==> src/hdl/phase_adjust_pkg.sv <==
// Package: register map, field layouts, reset values, source codes
package phase_adjust_pkg;

  // ****************************************
  // Register map
  // ****************************************
  localparam logic [15:0] ADDR_COARSE_TRIGGER = 16'h009D;
  localparam logic [15:0] ADDR_COARSE_BASE    = 16'h009E;
  localparam logic [15:0] ADDR_FINE_BASE      = 16'h00A6;
  localparam logic [15:0] ADDR_DIV_SYNC       = 16'h00A8;
  localparam logic [15:0] ADDR_SEL_FOUR_FIVE  = 16'h00A9;
  localparam logic [15:0] ADDR_SEL_SIX_SEVEN  = 16'h00AA;
  localparam logic [15:0] ADDR_SRC_SPARE      = 16'h00AB;

  // ****************************************
  // Field layout
  // ****************************************
  localparam int NUM_OUTPUTS     = 8;
  localparam int NUM_FINE        = 2;
  localparam int NUM_SEL         = 4;
  localparam int FIRST_SEL_OUT   = 4;
  localparam int FIRST_FINE_OUT  = 2;
  localparam int NUM_SOURCES     = 5;
  localparam int COARSE_W        = 5;
  localparam int FINE_W          = 4;
  localparam int SEL_W           = 3;
  localparam int SYNC_BIT        = 4;
  localparam int SEL_LO_POS      = 0;
  localparam int SEL_HI_POS      = 4;

  // ****************************************
  // Reset values
  // ****************************************
  localparam logic [7:0]          TRIGGER_RST = 8'h00;
  localparam logic [COARSE_W-1:0] COARSE_RST  = 5'h00;
  localparam logic [FINE_W-1:0]   FINE_RST    = 4'h0;
  localparam logic                SYNC_RST    = 1'b1;
  localparam logic [SEL_W-1:0]    SEL_RST     = 3'h0;

  // ****************************************
  // Output source codes and source tick index
  // ****************************************
  typedef enum logic [SEL_W-1:0] {
    SRC_PLL  = 3'h0,
    SRC_Q2   = 3'h2,
    SRC_Q3   = 3'h3,
    SRC_REF0 = 3'h4,
    SRC_REF1 = 3'h5
  } source_code_t;

  localparam int TICK_PLL  = 0;
  localparam int TICK_Q2   = 1;
  localparam int TICK_Q3   = 2;
  localparam int TICK_REF0 = 3;
  localparam int TICK_REF1 = 4;

endpackage

==> src/hdl/phase_step_if.sv <==
// Interface: control and status of one coarse phase step unit
`timescale 1ns/1ps
interface phase_step_if;
  import phase_adjust_pkg::*;
  logic                start;
  logic                clear;
  logic                tick;
  logic [COARSE_W-1:0] count;
  logic                pending;
  logic                swallow;

  modport ctrl (output start, output clear, output tick, output count,
                input pending, input swallow);
  modport unit (input start, input clear, input tick, input count,
                output pending, output swallow);
endinterface

==> src/hdl/output_phase_adjust.sv <==
// Output phase adjust and source select control for the output dividers
//
// Functional notes
// - Each trigger bit's rising edge starts coarse adjustment of its output unless a step is pending there or sync is set.
// - Trigger bit must return to zero first; a held one never retriggers.
// - Exactly the programmed five-bit count of whole periods is inserted.
// - Step period is that of the PLL for outputs 0-3 and of the currently selected source for outputs 4-7.
// - Fractional outputs add four-bit sixteenths of a period to their phase.
// - New fine value takes effect only when the sync bit toggles.
// - Toggling sync clears all coarse delay; program fine first.
// - Reserved bits are written zero; their read value is meaningless.
`timescale 1ns/1ps
module output_phase_adjust
  import phase_adjust_pkg::*;
(
  input  wire logic                               mclk_i,
  input  wire logic                               reset_i,
  input  wire logic [15:0]                        reg_addr_i,
  input  wire logic                               reg_wr_i,
  input  wire logic [7:0]                         reg_wdata_i,
  input  wire logic                               reg_rd_i,
  output logic      [7:0]                         reg_rdata_o,
  output logic                                    reg_rvalid_o,
  input  wire logic [NUM_SOURCES-1:0]             src_tick_i,
  output logic      [NUM_OUTPUTS-1:0]             period_swallow_o,
  output logic      [NUM_OUTPUTS-1:0]             phase_adjust_pending_o,
  output logic      [NUM_FINE-1:0][FINE_W-1:0]    fine_sixteenth_step_o,
  output logic                                    divider_sync_hold_o,
  output logic      [NUM_SEL-1:0][SEL_W-1:0]      output_source_select_o
);

  typedef struct packed {
    logic [7:0]                          trig;
    logic [NUM_OUTPUTS-1:0][COARSE_W-1:0] coarse;
    logic [NUM_FINE-1:0][FINE_W-1:0]     fine;
    logic [NUM_FINE-1:0][FINE_W-1:0]     fine_applied;
    logic                                sync;
    logic [NUM_SEL-1:0][SEL_W-1:0]       sel;
    logic [NUM_OUTPUTS-1:0]              start;
    logic                                clear;
    logic [7:0]                          rdata;
    logic                                rvalid;
  } ctrl_state_t;

  ctrl_state_t            st_r;
  ctrl_state_t            st_nxt;
  logic [NUM_OUTPUTS-1:0] tick;
  logic [NUM_OUTPUTS-1:0] pending;
  logic [NUM_OUTPUTS-1:0] swallow;

  phase_step_if step_bus [NUM_OUTPUTS] ();

  // ****************************************
  // Source tick routing
  // ****************************************
  function automatic logic pick_tick(input logic [SEL_W-1:0]       code,
                                     input logic [NUM_SOURCES-1:0] ticks);
    logic t;
    t = 1'b0;
    unique case (code)
      SRC_PLL:  t = ticks[TICK_PLL];
      SRC_Q2:   t = ticks[TICK_Q2];
      SRC_Q3:   t = ticks[TICK_Q3];
      SRC_REF0: t = ticks[TICK_REF0];
      SRC_REF1: t = ticks[TICK_REF1];
      // Reserved codes route no clock, so a step there stalls
      default:  t = 1'b0;
    endcase
    return t;
  endfunction

  always_comb begin
    tick[0] = src_tick_i[TICK_PLL];
    tick[1] = src_tick_i[TICK_PLL];
    tick[2] = src_tick_i[TICK_PLL];
    tick[3] = src_tick_i[TICK_PLL];
    for (int i = 0; i < NUM_SEL; i++) begin
      tick[FIRST_SEL_OUT+i] = pick_tick(st_r.sel[i], src_tick_i);
    end
  end

  // ****************************************
  // Register writes and reads
  // ****************************************
  always_comb begin
    st_nxt        = st_r;
    st_nxt.start  = '0;
    st_nxt.rvalid = 1'b0;
    if (reg_wr_i) begin
      if (reg_addr_i == ADDR_COARSE_TRIGGER) begin
        // Only a zero-to-one step of a bit launches its output
        st_nxt.trig  = reg_wdata_i;
        st_nxt.start = reg_wdata_i & ~st_r.trig;
      end
      for (int i = 0; i < NUM_OUTPUTS; i++) begin
        if (reg_addr_i == ADDR_COARSE_BASE + 16'(i)) begin
          st_nxt.coarse[i] = reg_wdata_i[COARSE_W-1:0];
        end
      end
      for (int i = 0; i < NUM_FINE; i++) begin
        if (reg_addr_i == ADDR_FINE_BASE + 16'(i)) begin
          st_nxt.fine[i] = reg_wdata_i[FINE_W-1:0];
        end
      end
      if (reg_addr_i == ADDR_DIV_SYNC) begin
        st_nxt.sync = reg_wdata_i[SYNC_BIT];
      end
      if (reg_addr_i == ADDR_SEL_FOUR_FIVE) begin
        st_nxt.sel[0] = reg_wdata_i[SEL_LO_POS +: SEL_W];
        st_nxt.sel[1] = reg_wdata_i[SEL_HI_POS +: SEL_W];
      end
      if (reg_addr_i == ADDR_SEL_SIX_SEVEN) begin
        st_nxt.sel[2] = reg_wdata_i[SEL_LO_POS +: SEL_W];
        st_nxt.sel[3] = reg_wdata_i[SEL_HI_POS +: SEL_W];
      end
    end
    // A toggle either way resyncs; fine steps land only here
    if (st_nxt.sync != st_r.sync) begin
      st_nxt.fine_applied = st_r.fine;
    end
    // Units stay cleared while dividers are held and on each toggle
    st_nxt.clear = st_nxt.sync | (st_nxt.sync != st_r.sync);
    if (reg_rd_i) begin
      st_nxt.rvalid = 1'b1;
      // Reserved bits and unmapped addresses read as zero
      st_nxt.rdata  = 8'h00;
      if (reg_addr_i == ADDR_COARSE_TRIGGER) begin
        st_nxt.rdata = st_r.trig;
      end
      for (int i = 0; i < NUM_OUTPUTS; i++) begin
        if (reg_addr_i == ADDR_COARSE_BASE + 16'(i)) begin
          st_nxt.rdata = {3'h0, st_r.coarse[i]};
        end
      end
      for (int i = 0; i < NUM_FINE; i++) begin
        if (reg_addr_i == ADDR_FINE_BASE + 16'(i)) begin
          st_nxt.rdata = {4'h0, st_r.fine[i]};
        end
      end
      if (reg_addr_i == ADDR_DIV_SYNC) begin
        st_nxt.rdata[SYNC_BIT] = st_r.sync;
      end
      if (reg_addr_i == ADDR_SEL_FOUR_FIVE) begin
        st_nxt.rdata = {1'b0, st_r.sel[1], 1'b0, st_r.sel[0]};
      end
      if (reg_addr_i == ADDR_SEL_SIX_SEVEN) begin
        st_nxt.rdata = {1'b0, st_r.sel[3], 1'b0, st_r.sel[2]};
      end
    end
  end

  always_ff @(posedge mclk_i) begin
    if (reset_i) begin
      st_r.trig         <= TRIGGER_RST;
      st_r.coarse       <= {NUM_OUTPUTS{COARSE_RST}};
      st_r.fine         <= {NUM_FINE{FINE_RST}};
      st_r.fine_applied <= {NUM_FINE{FINE_RST}};
      st_r.sync         <= SYNC_RST;
      st_r.sel          <= {NUM_SEL{SEL_RST}};
      st_r.start        <= '0;
      st_r.clear        <= SYNC_RST;
      st_r.rdata        <= 8'h00;
      st_r.rvalid       <= 1'b0;
    end else begin
      st_r <= st_nxt;
    end
  end

  // ****************************************
  // Coarse step units
  // ****************************************
  for (genvar g = 0; g < NUM_OUTPUTS; g++) begin : g_unit
    assign step_bus[g].start = st_r.start[g];
    assign step_bus[g].clear = st_r.clear;
    assign step_bus[g].tick  = tick[g];
    assign step_bus[g].count = st_r.coarse[g];
    assign pending[g]        = step_bus[g].pending;
    assign swallow[g]        = step_bus[g].swallow;

    phase_step_unit u_step (
      .mclk_i  (mclk_i),
      .reset_i (reset_i),
      .step    (step_bus[g])
    );
  end

  // ****************************************
  // Outputs
  // ****************************************
  assign reg_rdata_o            = st_r.rdata;
  assign reg_rvalid_o           = st_r.rvalid;
  assign period_swallow_o       = swallow;
  assign phase_adjust_pending_o = pending;
  assign fine_sixteenth_step_o  = st_r.fine_applied;
  // One bit feeds every divider so release is simultaneous
  assign divider_sync_hold_o    = st_r.sync;
  assign output_source_select_o = st_r.sel;
endmodule

==> src/hdl/phase_step_unit.sv <==
// Coarse phase step unit: swallows whole source periods of one output
`timescale 1ns/1ps
module phase_step_unit
  import phase_adjust_pkg::*;
(
  input  wire logic   mclk_i,
  input  wire logic   reset_i,
  phase_step_if.unit  step
);

  typedef struct packed {
    logic                pending;
    logic [COARSE_W-1:0] remain;
    logic                swallow;
  } unit_state_t;

  unit_state_t st_r;
  unit_state_t st_nxt;

  // ****************************************
  // Period insertion
  // ****************************************
  always_comb begin
    st_nxt         = st_r;
    st_nxt.swallow = 1'b0;
    if (step.clear) begin
      // Divider resync discards any delay still owed
      st_nxt.pending = 1'b0;
      st_nxt.remain  = '0;
    end else if (step.start && !st_r.pending) begin
      st_nxt.pending = (step.count != '0);
      st_nxt.remain  = step.count;
    end else if (st_r.pending && step.tick) begin
      // One source period is hidden from the divider per tick
      st_nxt.swallow = 1'b1;
      st_nxt.remain  = st_r.remain - 5'h01;
      if (st_r.remain == 5'h01) begin
        st_nxt.pending = 1'b0;
      end
    end
  end

  always_ff @(posedge mclk_i) begin
    if (reset_i) begin
      st_r <= '0;
    end else begin
      st_r <= st_nxt;
    end
  end

  assign step.pending = st_r.pending;
  assign step.swallow = st_r.swallow;

  // ****************************************
  // Checks
  // ****************************************
  logic [COARSE_W-1:0] loaded_r;
  logic [COARSE_W-1:0] inserted_r;

  always_ff @(posedge mclk_i) begin
    if (reset_i || step.clear) begin
      loaded_r   <= '0;
      inserted_r <= '0;
    end else if (step.start && !st_r.pending) begin
      loaded_r   <= step.count;
      inserted_r <= '0;
    end else if (st_r.swallow) begin
      inserted_r <= inserted_r + 5'h01;
    end
  end
endmodule

==> config.mk <==
export PLATFORM = sky130hd
export DESIGN_NAME = output_phase_adjust
export DESIGN_NICKNAME = d
export VERILOG_FILES = /design/src/hdl/phase_adjust_pkg.sv /design/src/hdl/phase_step_if.sv /design/src/hdl/output_phase_adjust.sv /design/src/hdl/phase_step_unit.sv
export SDC_FILE = /design/constraint.sdc
export NUM_CORES = 1
export LEC_CHECK = 0
export BUFFER_PORTS_ARGS = -buffer_cell sky130_fd_sc_hd__buf_4
export CORE_MARGIN = 2
export CORE_UTILIZATION = 38
export CTS_CLUSTER_SIZE = 20
export DETAILED_ROUTE_END_ITERATION = 6
export SYNTH_ARGS = -nofsm -noshare
export SYNTH_HDL_FRONTEND = slang
export SYNTH_SLANG_ARGS = --single-unit
==> constraint.sdc <==
create_clock -name mclk_i -period 2.6 [get_ports mclk_i]
set_input_delay 0.26 -clock mclk_i [delete_from_list [all_inputs] [get_ports mclk_i]]
set_output_delay 0.26 -clock mclk_i [all_outputs]
set_load 0.05 [all_outputs]
==> key figures <==
Outcome
  – Outcome: finished clean

Critical path
  – Flop2flop setup slack: just under 600 ps
  – CP Max Fanout: 8
  – WP data required: 2900 ps
  – Critical Path AT: approximately 2300 ps
  – Slowest-stage cell, CP: or4_1
  – Reg-to-Reg Start: output_source_select_o[0]
  – CP endpoint kind: flip-flop
  – Crit start category: flip-flop
  – CP cell instances: nor2b_1, o21ai_0, o2111ai_1, or4_1, nand3_1, a21oi_1
  – R2R depth: 6
  – Crit path kind: reg -> reg
  – Worst path max stage delay: roughly 530 ps
  – R2r endpoint: g_unit[4].u_step.st_r[5]

Yosys
  – Syn Area/Cell: around 8.6 sq um
  – Top cell type's share of synthesized area: roughly two fifths
  – Post-synthesis sequential area ratio: around two fifths
  – Asr flop ratio synth: 0%
  – Synth unique cells: 60
  – Mapped Area: about 0.0076 sq mm
  – Yosys warns: 0
  – Main synth FF type: dfxtp_1
  – Post-Syn Instances: between 800 and 900
  – Post-synth net total: between 900 and 1000
  – Top post-synthesis cells by area: dfxtp_1, mux2i_1, nor2_1
  – Seq cells post-synth: ~150
  – EDFF count, synth: 0
  – Largest area contributor in the netlist: dfxtp_1

Floorplan
  – Row cnt: just over 50
  – Initial Utilization: roughly two fifths
  – Die Wd: between 100 and 150 um
  – Full die area: between 0.02 and 0.025 sq mm
  – Die Ht: 145 um
  – Placeable core area: 0.0195 sq mm
  – Number of I/O pins: between 70 and 80

Finish
  – Util after Layout: between 40% and 50%
  – NumNets Final: between 900 and 1000
  – Area grow syn2layout: 13.9%
  – N_diodes: 0
  – Commonest non-fill, non-tap cell in the layout: dfxtp_1
  – Post-Layout Cell Count: 1185
  – Layout cells sized above 1: 15.9%
  – Most frequent cells in the layout: dfxtp_1, nor2_1, buf_4
  – Fill cells: between 1500 and 2000

Routing
  – Via count: ~6400
  – DRT met1 WL: between 9 and 10 mm
  – Wire per inst: 17.5 um
  – Top Metal Used: met4
  – Routed Antenna Nets: 0
  – Pre-antenna DRT Iters: 5
  – DR WL met3: 1.11 mm
  – Total wire length: 20.7 mm
  – Initial DRC Count: approximately 480
  – Vias per std cell: roughly 5.4
  – Residual DRC count: 0
  – DR WL met2: between 9 and 10 mm

STA
  – Slew headroom: 47.5%
  – RSZ-0062 raised after global routing: false
  – Fmax: ~500 MHz
  – Tcrit/Tclk final: between 70 and 80%
  – Endpoints failing setup: 0
  – Max-slew violation count: 0
  – Slew @ Worst Pin: between 700 and 800 ps
  – Tmin final: ~2000 ps
  – Worst Clk Skew: around 3.8 ps
  – Final hold vios: 0
  – Setup tns final: 0 ps

Place
  – RePlAce Congestion: 0.840
  – # placed instances: between 1000 and 1500
  – Port bufs: between 70 and 80
  – Detailed placer's ending HPWL: about 15 mm

Power and ir drop
  – Switching power share of the total: between 20% and 30%
  – Cell Int Power: 3.64 mW
  – PwrDens: between 500 and 600 mW/mm^2
  – Peak VDD IR: roughly 490 uV
  – Reg power frac: between 40 and 50%
  – Leakage: around 3.4 nW
  – Combinational Power Share: roughly 4.4%
  – Psw: about 1.1 mW
  – Clock network power share: a little under half

Clock tree
  – Reg clk slew, reported paths: 60 ps
  – Post-CTS Setup Bufs: 0
  – CTS buffer count: 17
  – CTS tree: yes
  – CTS max path bufs: 2
  – Clk_lat worst skew: 430 ps
  – Root Buffer Master: clkbuf_16
  – Hold_buf cts: 0
  – # H-tree levels: 4
  – Post-CTS sizing: 0
  – Sink Count: around 150

Global route
  – First-pass GRT wire length: approximately 33 mm
  – Total GRT Usage: 19.7%
  – Grt total ovfl: 0
  – Initial antenna violation count: 0
  – Vias in the first global route: approximately 6000
  – Largest net degree at the start of global routing: 55

Worst hold path
  – Hold Crit Depth: 3
  – Worst min-delay path endpoint: st_r[94]
  – Hold path startpoint: reg_wdata_i[7]
  – Worst hold path class: in -> reg

Job
  – MaxCap Viol Count: 0
==> through the flow <==
step	total power [mW]	worst slack [ps]	area, sq um	hold slack (ps)
after floorplan	2.49	249	7570	404
after global placement	2.58	268	8090	438
after detailed placement	2.58	235	8090	440
after CTS	4.82	617	8620	77.6
after global routing	4.93	429	8620	113
final	4.78	581	8620	91.7
==> worst max-delay path by stage <==
| stage | cells past startpoint | to | start |
|---|---|---|---|
| 4_1_cts | 6 | g_unit[5].u_step.st_r[5] | output_source_select_o[3] |
| 2_1_floorplan | 9 | fine_sixteenth_step_o[0] | reg_addr_i[9] |
| 3_3_place_gp | 8 | fine_sixteenth_step_o[2] | reg_addr_i[13] |
| 3_5_place_dp | 8 | fine_sixteenth_step_o[2] | reg_addr_i[13] |
| 5_1_grt | 6 | g_unit[6].u_step.st_r[5] | output_source_select_o[6] |
| 6_report | 6 | g_unit[4].u_step.st_r[5] | output_source_select_o[0] |
==> state kept, by name (all words and copies together) (netlist names) <==
register and count:
output_source_select_o 12, fine_sixteenth_step_o 8, step_bus.count 40, g_unit.u_step.st_r 40, reg_rvalid_o 1, reg_rdata_o 8
g_unit.u_step.step.pending 8, divider_sync_hold_o 1, g_unit.u_step.step.swallow 8, step_bus.clear 1, st_r 24
==> layer usage <==
metal / vias up / GRT usage [%]
li1: 3153 / -
met1: 2994 / 26.8
met2: 191 / 32.0
met3: 26 / 3.43
met4: 0 / 5.93
met5: - / 0
==> worst max-delay path: cells and delay by family (launching register included) <==
kind,cells,cell delay [ps]
flip-flops,1,390
AND/OR/NAND/NOR,3,790
AO/OA/AOI/OAI,3,720
==> power by group through the flow <==
stage          Sequential (mW)  Clock (mW)  Combinational (mW)
3_3_place_gp              2.37           0               0.207
4_1_cts                   2.32        2.29               0.207
3_5_place_dp              2.37           0               0.207
2_1_floorplan             2.37           0               0.112
5_1_grt                   2.32        2.39               0.222
6_report                  2.32        2.25               0.208
==> logic make-up after synthesis <==
group           after synthesis  synth area share (%)
flops                       151                  39.9
simple gates                332                  22.2
fa+ha+maj                    17                  2.81
buf+inv                     107                  7.63
xor+xnor                      7                 0.810
mux                          85                  11.4
compound gates              183                  15.3
==> layout make-up <==
type                            count  area, sq um  area share [%]
Tap cell                          265          332            3.85
Clock inverter                     12         81.3           0.943
Clock buffer                       19          453            5.25
Sequential cell                   151         3020            35.1
Timing Repair Buffer               89          668            7.75
Multi-Input combinational cell    624         3970            46.1
Inverter                           25         93.8            1.09
==> Yosys cell counts (all sizes together), types with 7 or more instances <==
| cell | instances |
|---|---|
| nor3 | 20 |
| mux2i | 77 |
| nand2 | 38 |
| buf | 54 |
| clkbuf | 28 |
| nor3b | 12 |
| o21ai | 47 |
| a221oi | 18 |
| a21oi | 59 |
| mux2 | 8 |
| ha | 17 |
| xnor2 | 7 |
| inv | 25 |
| nand2b | 22 |
| dfxtp | 151 |
| nor4 | 10 |
| or4 | 7 |
| nor2 | 154 |
| a22oi | 9 |
| nand3 | 24 |
| o22ai | 7 |
| nor2b | 23 |
Note: power is estimated with default switching activity, not from simulation.
